===== src/core/sws_seq_regs.vh =====
`ifndef SWS_SEQ_REGS_VH
`define SWS_SEQ_REGS_VH

// state codes: {svOne, svTwo, svThree}
`define SWS_ST_IDLE     3'h0
`define SWS_ST_RD_WAIT  3'h2
`define SWS_ST_RD_LAST  3'h3
`define SWS_ST_WR_WAIT  3'h4
`define SWS_ST_WR_LAST  3'h5
`define SWS_ST_DONE     3'h6
`define SWS_ST_SPARE    3'h7

// state vector width and bit positions
`define SWS_ST_W        3
`define SWS_SV_ONE_BIT  2
`define SWS_SV_TWO_BIT  1
`define SWS_SV_THR_BIT  0

// processor clock ceiling and wait states per access
`define SWS_PROC_MAX_MHZ    20
`define SWS_WAIT_STATES     1
`define SWS_ACCESS_CLOCKS   3

// output values held during reset
`define SWS_RST_READY       1'h1
`define SWS_RST_STROBE_N    1'h1

`endif


===== src/core/sws_out_decode.v =====
`timescale 1ns/1ps
`default_nettype none
`include "sws_seq_regs.vh"

module sws_out_decode (
    // clock and reset
    input  wire                     clk_sys,
    input  wire                     rstn,
    // state code about to be entered
    input  wire [`SWS_ST_W-1:0]     nxtState,
    // registered outputs
    output reg                      ready_ff,
    output reg                      memOeN_ff,
    output reg                      memWrN_ff,
    output reg                      xcvrEnN_ff,
    output reg                      xcvrDirN_ff
);

    wire svOne;
    wire svTwo;
    reg  nxt_ready;
    reg  nxt_xcvrEnN;
    reg  nxt_xcvrDirN;

    assign svOne = nxtState[`SWS_SV_ONE_BIT];
    assign svTwo = nxtState[`SWS_SV_TWO_BIT];

    // ready low only in the wait state; transceivers follow the access
    always @* begin
        nxt_ready    = 1'b1;
        nxt_xcvrEnN  = 1'b1;
        nxt_xcvrDirN = 1'b1;
        case (nxtState)
            `SWS_ST_RD_WAIT: begin
                nxt_ready    = 1'b0;
                nxt_xcvrEnN  = 1'b0;
                nxt_xcvrDirN = 1'b0;
            end
            `SWS_ST_RD_LAST: begin
                nxt_xcvrEnN  = 1'b0;
                nxt_xcvrDirN = 1'b0;
            end
            `SWS_ST_WR_WAIT: begin
                nxt_ready    = 1'b0;
                nxt_xcvrEnN  = 1'b0;
            end
            `SWS_ST_WR_LAST: begin
                nxt_xcvrEnN  = 1'b0;
            end
            default: begin
                nxt_ready    = 1'b1;
            end
        endcase
    end

    // all outputs change on the rising clock edge only
    always @(posedge clk_sys) begin
        if (!rstn) begin
            ready_ff    <= `SWS_RST_READY;
            memOeN_ff   <= `SWS_RST_STROBE_N;
            memWrN_ff   <= `SWS_RST_STROBE_N;
            xcvrEnN_ff  <= `SWS_RST_STROBE_N;
            xcvrDirN_ff <= `SWS_RST_STROBE_N;
        end else begin
            ready_ff    <= nxt_ready;
            memOeN_ff   <= ~(~svOne & svTwo);
            memWrN_ff   <= ~(svOne & ~svTwo);
            xcvrEnN_ff  <= nxt_xcvrEnN;
            xcvrDirN_ff <= nxt_xcvrDirN;
        end
    end

endmodule // sws_out_decode

`default_nettype wire


===== src/core/sws_sequencer.v =====
// Function
// Run with the processor clock up to 20 MHz and add exactly one wait state to each normal access.
// The processor supplies bus status, read, write and held address strobe, and the decoder supplies an active-low select.
// Drive ready back to the processor and pull it low to stretch the cycle by one wait state.
// Drive separate active-low output-enable and write strobes to the static RAM.
// Drive an active-low transceiver enable and an active-low transceiver direction.
// Hold the behaviour in three state bits and decode every output from them.
// The address strobe input is an active-low held copy of the latch pulse.
// That held strobe may be a set-reset latch cleared by the inverted transceiver enable.
// Each access spans three clock periods from the first bus state to the third.
// On a read the output enable goes active at the edge opening the second bus state.
// State and registered outputs change only on rising clock edges.
// Output enable only where svOne is low and svTwo high; write strobe only the reverse.
// Stay idle with no strobes while bus status is high, select is off or no held strobe.
`timescale 1ns/1ps
`default_nettype none
`include "sws_seq_regs.vh"

module sws_sequencer (
    // processor phase-two clock and reset
    input  wire                     clk_sys,
    input  wire                     rstn,
    // processor bus controls
    input  wire                     busCycleStatusBit,
    input  wire                     readStrobeN,
    input  wire                     writeStrobeN,
    input  wire                     heldAddressLatchN,
    // address decoder
    input  wire                     sramSelectN,
    // back to the processor
    output wire                     ready,
    // static RAM strobes
    output wire                     memoryOutputEnableN,
    output wire                     memoryWritePulseN,
    // data transceivers
    output wire                     transceiverEnableN,
    output wire                     transceiverDirectionN,
    // state variables {svOne, svTwo, svThree}
    output wire [`SWS_ST_W-1:0]     stateVars
);

    reg  [`SWS_ST_W-1:0] state_ff;
    reg  [`SWS_ST_W-1:0] nxt_state;
    wire                 accessReq;
    wire                 readReq;
    wire                 writeReq;

    // a new access needs select, memory status and the held strobe
    assign accessReq = ~busCycleStatusBit & ~sramSelectN
                     & ~heldAddressLatchN;
    assign readReq   = accessReq & ~readStrobeN;
    assign writeReq  = accessReq & ~readStrobeN ? 1'b0
                     : accessReq & ~writeStrobeN;

    // next state: idle, wait state, last state, release
    always @* begin
        nxt_state = state_ff;
        case (state_ff)
            `SWS_ST_IDLE: begin
                if (readReq) begin
                    nxt_state = `SWS_ST_RD_WAIT;
                end else if (writeReq) begin
                    nxt_state = `SWS_ST_WR_WAIT;
                end else begin
                    nxt_state = `SWS_ST_IDLE;
                end
            end
            `SWS_ST_RD_WAIT: begin
                nxt_state = `SWS_ST_RD_LAST;
            end
            `SWS_ST_RD_LAST: begin
                nxt_state = `SWS_ST_DONE;
            end
            `SWS_ST_WR_WAIT: begin
                nxt_state = `SWS_ST_WR_LAST;
            end
            `SWS_ST_WR_LAST: begin
                nxt_state = `SWS_ST_DONE;
            end
            `SWS_ST_DONE: begin
                // transceivers off here; the held strobe was already cleared while they were enabled
                nxt_state = `SWS_ST_IDLE;
            end
            default: begin
                nxt_state = `SWS_ST_IDLE;
            end
        endcase
    end

    // three state bits on the rising edge
    always @(posedge clk_sys) begin
        if (!rstn) begin
            state_ff <= `SWS_ST_IDLE;
        end else begin
            state_ff <= nxt_state;
        end
    end

    // outputs are registered decodes of the same next state
    sws_out_decode u_decode (
        .clk_sys     (clk_sys),
        .rstn        (rstn),
        .nxtState    (nxt_state),
        .ready_ff    (ready),
        .memOeN_ff   (memoryOutputEnableN),
        .memWrN_ff   (memoryWritePulseN),
        .xcvrEnN_ff  (transceiverEnableN),
        .xcvrDirN_ff (transceiverDirectionN)
    );

    assign stateVars = state_ff;

endmodule // sws_sequencer

`default_nettype wire


===== config.mk =====
export PLATFORM = sky130hd
export DESIGN_NAME = sws_sequencer
export DESIGN_NICKNAME = d
export VERILOG_FILES = /design/src/core/sws_out_decode.v /design/src/core/sws_sequencer.v
export VERILOG_INCLUDE_DIRS = /design/src /design/src/core
export SDC_FILE = /design/constraint.sdc
export NUM_CORES = 1
export LEC_CHECK = 0
export BUFFER_PORTS_ARGS = -buffer_cell sky130_fd_sc_hd__buf_2
export CORE_AREA = 2 2 39 41
export CTS_CLUSTER_DIAMETER = 80
export CTS_CLUSTER_SIZE = 25
export DETAILED_ROUTE_END_ITERATION = 8
export DIE_AREA = 0 0 41 43
export HOLD_SLACK_MARGIN = 0.15
export SLEW_MARGIN = 20
export SYNTH_ARGS = -nofsm -noshare
export SYNTH_HDL_FRONTEND = slang
export SYNTH_SLANG_ARGS = --single-unit

===== constraint.sdc =====
create_clock -name clk_sys -period 1.67 [get_ports clk_sys]
set_input_delay 0.167 -clock clk_sys [delete_from_list [all_inputs] [get_ports clk_sys]]
set_output_delay 0.167 -clock clk_sys [all_outputs]
set_load 0.02 [all_outputs]

==> impl_summary.log, run 1 <==
INFO  metric antenna_found_initial = 0
INFO  metric vias_per_cell = 4.30
INFO  metric critical-path-max-stage-delay = 0.33 ns
INFO  metric wl = roughly 650 um
INFO  metric post_cts.repair.setup_buffers = 0
INFO  metric postSynthCellCount = 36
INFO  metric vias = roughly 300
INFO  metric cp_top_family = simple AND/OR/NAND/NOR gates
INFO  metric initial_core_util = 24.6%
INFO  metric start_kind = register
INFO  metric report.final.setup_viol = 0
INFO  metric fin_util = about 34%
INFO  metric seqCellArea = ~140 um2
INFO  metric synth-seq-area-share = between 40% and 50%
INFO  metric synth_largest_type_area_fraction = slightly above 40%
INFO  metric wl_per_instance = 9.27 um
INFO  metric critPathKind = register to register
INFO  metric power_density = between 1000 and 1500 nW/um2
INFO  metric synthesized_area = ~340 um2
INFO  metric worstRegToRegCells = 5
INFO  metric routabilityCongestion = about 0.64
INFO  metric port_buffers = 14
INFO  metric rsz0062_at_grt = no
INFO  metric timing.final.ws_setup = 0.151 ns
INFO  metric synth.net_count = between 40 and 50
INFO  metric area_delta_synth_final = 37.1%
INFO  metric post-synth-top-area-cell = sky130_fd_sc_hd__dfxtp_1
INFO  metric nFillCells = 147
INFO  metric grt_overflow = 0
INFO  metric clock_tree.root_cell = sky130_fd_sc_hd__clkbuf_4
INFO  metric peak_clock_frequency_supported_by_timing = 0.659 GHz
INFO  metric cts_hold_repair.buffers = 1
INFO  metric antenna-diode-count = 0
INFO  metric share_of_cells_above_drive_strength_1 = a little under 40%
INFO  metric worst-endpoint-required = around 1.8 ns
INFO  metric ys_top_cells_by_area = sky130_fd_sc_hd__dfxtp_1, sky130_fd_sc_hd__ha_1, sky130_fd_sc_hd__nor4_4
INFO  metric status = finished, final reports clean
INFO  metric critical_path.n_buffers_inverters = 0
INFO  metric vdd_drop_max = approximately 250 uV
INFO  metric crit_cells = 5
INFO  metric postCtsResizedCells = 0
INFO  metric drcViolationCount = 0
INFO  metric worstSetupStartpoint = stateVars[0]$_SDFF_PN0_
INFO  metric ys_ff_latch = 7
INFO  metric regToRegStartpoint = stateVars[0]$_SDFF_PN0_
INFO  metric timing.setup.tns = 0 ns
INFO  metric post-route-min-period = roughly 1.5 ns
INFO  metric placementRows = 14
INFO  metric area_taken_by_multi_input_logic_gates = approximately 170 um2
INFO  metric detailedRoute.firstPassIterationCount = 2
INFO  metric worst-endpoint-arrival = roughly 1.7 ns
INFO  metric timing.slew.headroom = between 70 and 80%
INFO  metric min-delay-start = heldAddressLatchN
INFO  metric crit_chain = nor4_4 > a31oi_1 > o21a_1 > ha_1 > nand2b_1
INFO  metric globalRouteTotalUtil = 9.15%
INFO  metric worst_pin_slew = between 0.3 and 0.4 ns
INFO  metric cp_max_fo = 3
INFO  metric post-route-period-util = a little over 90%
INFO  metric dieWidth = roughly 41 um
INFO  metric finalHoldViolCount = 0
INFO  metric grt_pass1_vias = around 290
INFO  metric max_cap_viol_count = 0
INFO  metric total_leakage_power = between 0.0002 and 0.00025 uW
INFO  metric grt_start_max_net_pins = 12
INFO  metric worst_hold_path.num_cells = 3
INFO  metric clock-skew-final = approximately 0.0023 ns
INFO  metric worstSetupEndpointType = register
INFO  metric slowest_stage = sky130_fd_sc_hd__dfxtp_1
INFO  metric tritoncts_num_sinks = 7
INFO  metric wire_length_of_the_first_global_routing_pass = roughly 990 um
INFO  metric clock_latency = about 0.25 ns
INFO  metric detail-route-antenna-nets = 0
INFO  metric ioPinCount = 15
INFO  metric die-height = 43 um
INFO  metric nNetsFinal = 64
INFO  metric timing_max_transition_violations_final = 0
INFO  metric clock_tree.htree_level_count = 1
INFO  metric clock_tree_from_tritoncts = done
INFO  metric preCtsSetupSlack = 0.156 ns
INFO  metric core = 1380 um2
INFO  metric floorplan.die_area = 1760 um2
INFO  metric avgSynthCellArea = approximately 9.5 um2
INFO  metric cts-root-to-sink-buffers = 2
INFO  metric cts-buffers-inserted = 3
INFO  metric whs = 0.160 ns
INFO  metric synth_cell_type_count = 22
INFO  metric clk_pin_slew_worst_paths = 0.05 ns
INFO  metric worst_hold_path_type = input port to register
INFO  metric drt_iter0_drc = 3
INFO  metric yosys_warnings = 0
-- Yosys cell counts, drive strengths merged --
master  count
nor4        1
buf         1
nor3        1
a31oi       1
dfxtp       7
o21a        1
a211oi      2
nor2b       1
o31a        1
nand2b      1
and2b       1
nor2        1
ha          2
inv         4
o311a       1
o31ai       1
o21ai       2
nand3       1
nand2       3
clkbuf      2
xnor2       1
-- cells in the final DEF, fill, tap and decap left out --
cell,Yosys,final
sky130_fd_sc_hd__dlygate4sd3_1,0,1
sky130_fd_sc_hd__a211oi_2,1,1
sky130_fd_sc_hd__inv_1,4,4
sky130_fd_sc_hd__nand3_1,1,1
sky130_fd_sc_hd__o21ai_0,2,2
sky130_fd_sc_hd__nor2b_1,1,1
sky130_fd_sc_hd__nor2_1,1,1
sky130_fd_sc_hd__nor3_1,1,1
sky130_fd_sc_hd__o21a_1,1,1
sky130_fd_sc_hd__nand2_1,3,3
sky130_fd_sc_hd__o31ai_1,1,1
sky130_fd_sc_hd__ha_1,2,2
sky130_fd_sc_hd__nand2b_1,1,1
sky130_fd_sc_hd__nor4_4,1,1
sky130_fd_sc_hd__and2b_1,1,1
sky130_fd_sc_hd__buf_2,0,14
sky130_fd_sc_hd__a211oi_1,1,1
sky130_fd_sc_hd__clkbuf_1,2,1
sky130_fd_sc_hd__o31a_1,1,1
sky130_fd_sc_hd__clkbuf_4,0,3
sky130_fd_sc_hd__xnor2_1,1,1
sky130_fd_sc_hd__dfxtp_1,7,7
sky130_fd_sc_hd__buf_4,1,2
sky130_fd_sc_hd__a31oi_1,1,1
sky130_fd_sc_hd__o311a_1,1,1
-- cell families (layout without fill, tap and decap cells) --
group           Yosys count  after routing  share of synthesized area, %
buf+inv                   7             25                          8.82
simple gates             10             10                          19.5
xor+xnor                  1              1                          2.57
fa+ha+maj                 2              2                          7.35
compound gates            9              9                          20.6
flops                     7              7                          41.2
-- flip-flops by register name, summed over array words and instances (netlist names) --
name / cells
stateVars: 3
u_decode.memOeN_ff: 1
u_decode.memWrN_ff: 1
u_decode.ready_ff: 1
u_decode.xcvrEnN_ff: 1
-- layout make-up --
cell class / count / area share (%)
Multi-Input combinational cell: 22 / 36.5
Timing Repair Buffer: 17 / 20.4
Sequential cell: 7 / 30.0
Clock buffer: 4 / 5.63
Inverter: 4 / 3.22
Tap cell: 16 / 4.29
-- routing by layer --
layer  vias up  part of all wire, %  wire length [um]  GRT usage (%)
li1        159                    -                 -              -
met1       130                   42               273           7.42
met2        10                   48               311           13.8
met3         2                  6.8                44           1.57
met4         0                  2.9                19           14.0
met5         -                    0                 0              0
-- worst register-to-register path: stages (launching register included) --
cell	delay, ns
sky130_fd_sc_hd__dfxtp_1	0.33
sky130_fd_sc_hd__nor4_4	0.31
sky130_fd_sc_hd__a31oi_1	0.18
sky130_fd_sc_hd__o21a_1	0.20
sky130_fd_sc_hd__ha_1	0.27
sky130_fd_sc_hd__nand2b_1	0.13
-- power by group --
| part | internal, uW | leakage (uW) | total [uW] | switching [uW] |
|---|---|---|---|---|
| Clock | 91.1 | 0.0000150 | 152 | 60.5 |
| Combinational | 90.1 | 0.000134 | 195 | 105 |
| Sequential | 196 | 0.0000573 | 227 | 30.8 |
| Total | 378 | 0.000207 | 574 | 196 |
-- stage by stage --
stage	instances	cell area (um2)	power (uW)
global route	70	467	616
floorplan	36	340	365
finish	70	467	574
detailed placement	65	430	424
global placement	65	430	422
CTS	70	467	585
-- final timing paths --
check                                    to  slack, ns
max reg2reg  u_decode.xcvrEnN_ff$_SDFF_PN1_       0.15
min            u_decode.ready_ff$_SDFF_PN1_       0.16
min reg2reg    u_decode.ready_ff$_SDFF_PN1_       0.53
max          u_decode.xcvrEnN_ff$_SDFF_PN1_       0.15
No activity file was read; power rests on OpenSTA's default activity.
==> inputs of run 2 (changes only) <==
--- a/config.mk
+++ b/config.mk
@@ -7,12 +7,14 @@
 export NUM_CORES = 1
 export LEC_CHECK = 0
 export BUFFER_PORTS_ARGS = -buffer_cell sky130_fd_sc_hd__buf_2
+export CAP_MARGIN = 10
 export CORE_AREA = 2 2 39 41
 export CTS_CLUSTER_DIAMETER = 80
 export CTS_CLUSTER_SIZE = 25
 export DETAILED_ROUTE_END_ITERATION = 8
 export DIE_AREA = 0 0 41 43
 export HOLD_SLACK_MARGIN = 0.15
+export RECOVER_POWER = 25
 export SLEW_MARGIN = 20
 export SYNTH_ARGS = -nofsm -noshare
 export SYNTH_HDL_FRONTEND = slang
==> run 2 against run 1 <==
Effect of this change: combinational power about the same; sequential power about the same; cell count unchanged; largest cell class unchanged; largest power group unchanged.
==> impl_summary.log, run 2 (synthesis gave the netlist of run 1 again) <==
INFO  metric status = finished, final reports clean
INFO  metric drcViolationCount = 0 (unchanged)
INFO  metric worst-endpoint-arrival = 1.66 ns (about the same)
INFO  metric wl_per_instance = 9.30 um (+0.31%)
INFO  metric dieWidth = 41 um (unchanged)
INFO  metric detail-route-antenna-nets = 0 (unchanged)
INFO  metric floorplan.die_area = 1760 um2 (unchanged)
INFO  metric grt.met1_usage = 7.42% (unchanged)
INFO  metric post-route-min-period = 1.52 ns (-0.00000100 ns)
INFO  metric layout.cells.most_common_list = sky130_fd_sc_hd__buf_2, sky130_fd_sc_hd__dfxtp_1, sky130_fd_sc_hd__inv_1
INFO  metric cts-buffers-inserted = 3 (unchanged)
INFO  metric report.final.setup_viol = 0 (unchanged)
INFO  metric regToRegEndpoint = u_decode.xcvrEnN_ff$_SDFF_PN1_
INFO  metric clock_latency = 0.25 ns (about the same)
INFO  metric area_delta_synth_final = 36.4%
INFO  metric critPathKind = register to register
INFO  metric clock_tree_from_tritoncts = done
INFO  metric clk_pin_slew_worst_paths = 0.05 ns (about the same)
INFO  metric worstSetupEndpointType = register
INFO  metric largest_register_ff_count = 3 (unchanged)
INFO  metric clock_tree.root_cell = sky130_fd_sc_hd__clkbuf_4
INFO  metric drt_iter0_drc = 3 (unchanged)
INFO  metric worst_hold_path_type = input port to register
INFO  metric grt_pass1_vias = 288 (unchanged)
INFO  metric worstSetupStartpoint = stateVars[0]$_SDFF_PN0_
INFO  metric power_density = 1230 nW/um2 (+0.14%)
INFO  metric timing.critical_path.to = u_decode.xcvrEnN_ff$_SDFF_PN1_
INFO  metric antenna_found_initial = 0 (unchanged)
INFO  metric timing.setup.tns = 0 ns (unchanged)
INFO  metric die-height = 43 um (unchanged)
INFO  metric post-route-period-util = 90.9% (about the same)
INFO  metric met3_routing_resource_usage_after_global_routing = 1.57% (unchanged)
INFO  metric regToRegStartpoint = stateVars[0]$_SDFF_PN0_
INFO  metric wl = 651 um (+0.31%)
INFO  metric finalHoldViolCount = 0 (unchanged)
INFO  metric timing.slew.headroom = 77.8% (unchanged)
INFO  metric core = 1380 um2 (unchanged)
INFO  metric port_buffers = 14 (unchanged)
INFO  metric nNetsFinal = 64 (unchanged)
INFO  metric routabilityCongestion = 0.643 (unchanged)
INFO  metric vias = 301 (unchanged)
INFO  metric detailedRoute.firstPassIterationCount = 2 (unchanged)
INFO  metric globalRouteTotalUtil = 9.15% (unchanged)
INFO  metric worst_pin_slew = 0.333 ns (unchanged)
INFO  metric wire_length_of_the_first_global_routing_pass = 993 um (unchanged)
INFO  metric worst-endpoint-required = 1.81 ns (about the same)
INFO  metric cp_max_fo = 3 (unchanged)
INFO  metric ioPinCount = 15 (unchanged)
INFO  metric rsz0062_at_grt = no
INFO  metric clock_tree.htree_level_count = 1 (unchanged)
INFO  metric peak_clock_frequency_supported_by_timing = 0.659 GHz (about the same)
INFO  metric layout.cells.most_common = sky130_fd_sc_hd__buf_2
INFO  metric vias_per_cell = 4.30 (unchanged)
INFO  metric max_cap_viol_count = 0 (unchanged)
INFO  metric tritoncts_num_sinks = 7 (unchanged)
INFO  metric initial_core_util = 24.6% (unchanged)
INFO  metric share_of_cells_above_drive_strength_1 = 35.2% (-3.7 points)
INFO  metric cts-root-to-sink-buffers = 2 (unchanged)
INFO  metric antenna-diode-count = 0 (unchanged)
INFO  metric total_leakage_power = 0.000204 uW (-1.4%)
INFO  metric start_kind = register
INFO  metric placementRows = 14 (unchanged)
INFO  metric power.total = 571 uW (-0.40%)
INFO  metric vdd_drop_max = 244 uV (-0.56%)
INFO  metric timing_max_transition_violations_final = 0 (unchanged)
INFO  metric setup.reg_to_reg.worst_slack = 0.15 ns (about the same)
INFO  metric met2_usage = 13.8% (unchanged)
INFO  metric worstRegToRegCells = 5 (unchanged)
INFO  metric grt_start_max_net_pins = 12 (unchanged)
INFO  metric clock-skew-final = 0.00231 ns (+0.000000410 ns)
INFO  metric grt_overflow = 0 (unchanged)
INFO  metric grt_busiest_layer = met4
## run 2: changes by cell type in the layout (fill, tap and decap cells not counted)
| cell | before | now |
|---|---|---|
| sky130_fd_sc_hd__clkbuf_1 | 1 | 3 |
| sky130_fd_sc_hd__buf_2 | 14 | 12 |
## run 2: timing repair
item,in CTS,in global routing
gates resized for setup,0,0
hold buffers,1,0
hold endpoints to repair,3,0
setup buffers,0,0
## run 2: final cells by class
| type | instances | area [um2] |
|---|---|---|
| fillers | 149 | 920 |
| multi-input cells | 22 | 170 |
| flip-flops and latches | 7 | 140 |
| repair buffers | 17 | 92.6 |
| clock buffers | 4 | 26.3 |
| well taps | 16 | 20.0 |
| inverters | 4 | 15.0 |
## run 2: worst min-delay path by stage
stage,from,to,depth (start not counted)
finish,heldAddressLatchN,u_decode.ready_ff$_SDFF_PN1_,3
CTS,heldAddressLatchN,u_decode.ready_ff$_SDFF_PN1_,3
floorplan,rstn,u_decode.memWrN_ff$_SDFF_PN1_,1
global placement,rstn,u_decode.memWrN_ff$_SDFF_PN1_,2
detailed placement,rstn,u_decode.memWrN_ff$_SDFF_PN1_,2
global route,heldAddressLatchN,u_decode.ready_ff$_SDFF_PN1_,3
## run 2: metal layers
| metal | vias to the layer above | wire (um) |
|---|---|---|
| met3 | 2 | 45 |
| li1 | 159 | - |
| met1 | 130 | 274 |
| met4 | 0 | 19 |
| met5 | - | 0 |
| met2 | 10 | 311 |
## run 2: per-stage QoR
stage	setup WS, ns	hold slack, ns	cells	instance area (um2)	util, %
final	0.151	0.160	70	464	33.5
after CTS	0.135	0.152	70	467	33.7
after floorplan	0.105	0.236	36	340	-
after detailed placement	0.156	0.404	65	430	31.1
after global routing	0.0604	0.154	70	464	33.5
after global placement	0.143	0.402	65	430	31.1
## run 2: report_power, final
part / internal (uW) / switching [uW] / total [uW]
clock network: 91.1 / 60.5 / 152
registers: 197 / 31.1 / 228
logic: 87.4 / 105 / 192
## run 2: critical path: stages, from the launching register on
cell and delay, ns:
sky130_fd_sc_hd__dfxtp_1 0.33, sky130_fd_sc_hd__nor4_4 0.31, sky130_fd_sc_hd__a31oi_1 0.18, sky130_fd_sc_hd__o21a_1 0.20
sky130_fd_sc_hd__ha_1 0.27, sky130_fd_sc_hd__nand2b_1 0.13
==> inputs of run 3 (changes only) <==
--- a/config.mk
+++ b/config.mk
@@ -18,4 +18,5 @@
 export SLEW_MARGIN = 20
 export SYNTH_ARGS = -nofsm -noshare
 export SYNTH_HDL_FRONTEND = slang
+export SYNTH_HIERARCHICAL = 1
 export SYNTH_SLANG_ARGS = --single-unit
==> run 3 against run 2 <==
Effect of this change: count of clock-buffer cells in the layout decreased by 1; fmax up 11%; first-iteration DRC count unchanged; core utilization shrank 4.3 points; sequential share of layout area rose by 9.4 points; critical path depth is 1 lower; non-clock buffer count shrank 3; total power decreased by 32%; synthesized cell count decreased by 28%; routed wire length is 17% lower; largest power group unchanged.
==> impl_summary.log, run 3 <==
INFO  metric status = finished, final reports clean
INFO  metric die-height = 43 um (unchanged)
INFO  metric nNetsFinal = 52 (-19%)
INFO  metric placementRows = 14 (unchanged)
INFO  metric clock_tree_from_tritoncts = done
INFO  metric worstRegToRegCells = 4 (-1)
INFO  metric antenna-diode-count = 0 (unchanged)
INFO  metric drcViolationCount = 0 (unchanged)
INFO  metric worstSetupStartpoint = stateVars[0]$_SDFF_PN0_
INFO  metric regToRegStartpoint = stateVars[0]$_SDFF_PN0_
INFO  metric report.final.setup_viol = 0 (unchanged)
INFO  metric clock_tree.root_cell = sky130_fd_sc_hd__clkbuf_4
INFO  metric postSynthCellCount = 26 (-28%)
INFO  metric routabilityCongestion = 0.682 (+6.0%)
INFO  metric area_taken_by_multi_input_logic_gates = 136 um2 (-20%)
INFO  metric worst-endpoint-arrival = 1.49 ns (-0.17 ns)
INFO  metric wire_length_of_the_first_global_routing_pass = 862 um (-13%)
INFO  metric power_density = 962 nW/um2 (-22%)
INFO  metric ys_top_cells_by_area = sky130_fd_sc_hd__dfxtp_1, sky130_fd_sc_hd__nand3b_1, sky130_fd_sc_hd__and2_1
INFO  metric share_of_cells_above_drive_strength_1 = 37.2% (+2.0 points)
INFO  metric grt_pass1_vias = 219 (-24%)
INFO  metric worst_hold_path.num_cells = 2 (-1)
INFO  metric port_buffers = 14 (unchanged)
INFO  metric start_kind = register
INFO  metric drt_iter0_drc = 3 (unchanged)
INFO  metric cts-root-to-sink-buffers = 2 (unchanged)
INFO  metric peak_clock_frequency_supported_by_timing = 0.730 GHz (+11%)
INFO  metric finalHoldViolCount = 0 (unchanged)
INFO  metric post_cts.repair.setup_buffers = 0 (unchanged)
INFO  metric share_of_synthesized_area_spent_on_multiplexers = 0% (unchanged)
INFO  metric rsz0062_at_grt = no
INFO  metric clock-skew-final = 0.00318 ns (+0.000875 ns)
INFO  metric grt_start_max_net_pins = 9 (-3)
INFO  metric power.total = 389 uW (-32%)
INFO  metric synth_edf_count = 0 (unchanged)
INFO  metric max_cap_viol_count = 0 (unchanged)
INFO  metric seqCellArea = 160 um2 (+14%)
INFO  metric total_leakage_power = 0.000177 uW (-13%)
INFO  metric worst-endpoint-required = 1.79 ns (-0.02 ns)
INFO  metric wl = 541 um (-17%)
INFO  metric largest_family_of_logic_cells_by_synthesized_area = simple AND/OR/NAND/NOR gates
INFO  metric avgSynthCellArea = 11.4 um2 (+21%)
INFO  metric synth_area_in_compound_gates = 10.5% (-10 points)
INFO  metric cp_max_fo = 5 (+2)
INFO  metric antenna_found_initial = 0 (unchanged)
INFO  metric nFillCells = 160 (+7.4%)
INFO  metric post_synth_xor_area_fraction = 2.95% (+0.38 points)
INFO  metric ys_ff_latch = 8 (+1)
INFO  metric worst_pin_slew = 0.279 ns (-0.0538 ns)
INFO  metric vias_per_cell = 4.12 (-4.2%)
INFO  metric initial_core_util = 21.4% (-3.2 points)
INFO  metric clock_latency = 0.24 ns (about the same)
INFO  metric vdd_drop_max = 266 uV (+9.2%)
INFO  metric synth_simple_gate_area_share = 32.5% (+13 points)
INFO  metric vias = 243 (-19%)
INFO  metric timing.slew.headroom = 81.2% (+3.5 points)
INFO  metric timing.critical_path.to = u_decode/ready_ff$_SDFF_PN1_
INFO  metric yosys_warnings = 6 (+6)
INFO  metric cts_hold_repair.buffers = 0 (-1)
INFO  metric layout.cells.most_common = sky130_fd_sc_hd__buf_2
INFO  metric clock_tree.htree_level_count = 1 (unchanged)
INFO  metric largest_register_ff_count = 3 (unchanged)
INFO  metric grt_overflow = 0 (unchanged)
INFO  metric post-route-period-util = 82.0% (-8.9 points)
INFO  metric wl_per_instance = 9.17 um (-1.4%)
INFO  metric post-route-min-period = 1.37 ns (-0.149 ns)
INFO  metric synth_largest_type_area_fraction = 54.0% (+13 points)
INFO  metric core = 1380 um2 (unchanged)
INFO  metric synth_cell_type_count = 13 (-41%)
INFO  metric floorplan.die_area = 1760 um2 (unchanged)
INFO  metric post-synth-top-area-cell = sky130_fd_sc_hd__dfxtp_1
INFO  metric clk_pin_slew_worst_paths = 0.05 ns (about the same)
INFO  metric synth-seq-area-share = 54.0% (+13 points)
INFO  metric synth-async-reset-ratio = 0% (unchanged)
INFO  metric worstSetupEndpointType = register
INFO  metric timing_max_transition_violations_final = 0 (unchanged)
INFO  metric layout.cells.most_common_list = sky130_fd_sc_hd__buf_2, sky130_fd_sc_hd__dfxtp_1, sky130_fd_sc_hd__clkbuf_1, sky130_fd_sc_hd__nand3b_1
INFO  metric cts-buffers-inserted = 3 (unchanged)
INFO  metric synth.net_count = 33 (-27%)
INFO  metric tritoncts_num_sinks = 8 (+1)
INFO  metric synthesized_area = 297 um2 (-13%)
INFO  metric detailedPlacementHpwl = between 400 and 500 um
INFO  metric netlist_top_cells_count = sky130_fd_sc_hd__dfxtp_1, sky130_fd_sc_hd__nand3b_1, sky130_fd_sc_hd__and2_1, sky130_fd_sc_hd__nor2b_1
INFO  metric regToRegEndpoint = u_decode/ready_ff$_SDFF_PN1_
INFO  metric worst_hold_path_type = input port to register
INFO  metric synth_flop_cell = sky130_fd_sc_hd__dfxtp_1
INFO  metric setup.reg_to_reg.worst_slack = 0.30 ns (+0.15 ns)
INFO  metric globalRouteTotalUtil = 7.55% (-1.6 points)
INFO  metric detailedRoute.firstPassIterationCount = 2 (unchanged)
INFO  metric synth_fa_ha_area_share = 0% (-7.4 points)
INFO  metric postCtsResizedCells = 0 (unchanged)
INFO  metric post-synth-top-count-cell = sky130_fd_sc_hd__dfxtp_1
INFO  metric timing.setup.tns = 0 ns (unchanged)
INFO  metric ioPinCount = 15 (unchanged)
INFO  metric dieWidth = 41 um (unchanged)
INFO  metric critPathKind = register to register
INFO  metric area_delta_synth_final = 36.3% (about the same)
INFO  metric detail-route-antenna-nets = 0 (unchanged)
[run 3: cell count changes after synthesis, moves of 2 or more]
cell                       change
sky130_fd_sc_hd__o21ai_0       -2
sky130_fd_sc_hd__nand3b_1      +4
sky130_fd_sc_hd__ha_1          -2
sky130_fd_sc_hd__clkbuf_1      -2
sky130_fd_sc_hd__inv_1         -4
sky130_fd_sc_hd__and2_1        +3
sky130_fd_sc_hd__nand2_1       -2
[run 3: area by class of cell]
type / instances / area share (%)
clock buffers: 3 / 5.57
multi-input cells: 18 / 33.7
flip-flops and latches: 8 / 39.6
well taps: 16 / 4.95
repair buffers: 14 / 16.1
[run 3: layer usage]
layer / track usage, % / wire, um
met1: 9.06 / 236
met2: 10.0 / 259
met5: 0 / 0
met4: 6.00 / 4
met3: 3.14 / 41
[run 3: worst min path at each step]
stage / from / to / slack (ns)
2_1_floorplan: rstn / u_decode/xcvrEnN_ff$_SDFF_PN1_ / 0.23
6_report: rstn / u_decode/xcvrEnN_ff$_SDFF_PN1_ / 0.15
3_5_place_dp: rstn / u_decode/xcvrEnN_ff$_SDFF_PN1_ / 0.40
5_1_grt: rstn / u_decode/xcvrEnN_ff$_SDFF_PN1_ / 0.16
4_1_cts: rstn / u_decode/xcvrEnN_ff$_SDFF_PN1_ / 0.15
3_3_place_gp: rstn / u_decode/xcvrEnN_ff$_SDFF_PN1_ / 0.40
[run 3: cell families (layout without fill, tap and decap cells)]
| logic type | after synthesis | in the layout |
|---|---|---|
| flops | 8 | 8 |
| buf+inv | 0 | 17 |
| simple gates | 14 | 14 |
| compound gates | 3 | 3 |
| xor+xnor | 1 | 1 |
[run 3: critical path, cell delays in order, from the launching register on]
cell	delay (ns)
sky130_fd_sc_hd__dfxtp_1	0.34
sky130_fd_sc_hd__nor4_2	0.34
sky130_fd_sc_hd__a221o_1	0.27
sky130_fd_sc_hd__xor2_1	0.20
sky130_fd_sc_hd__nand3b_1	0.09
[run 3: power breakdown]
part	internal (uW)	total, uW	switching, uW
registers	199	202	3.69
clock network	81.8	141	59.1
logic	20.2	45.5	25.3
total	301	389	88.1
[run 3: stage by stage]
stage	std cells	hold slack, ns	setup slack, ns	utilization [%]	cell area, um2
floorplan	26	0.229	0.319	-	297
global placement	56	0.400	0.299	27.9	387
detailed placement	56	0.402	0.323	27.9	387
CTS	59	0.150	0.299	29.6	409
global route	59	0.163	0.169	29.2	404
finish	59	0.151	0.300	29.2	404
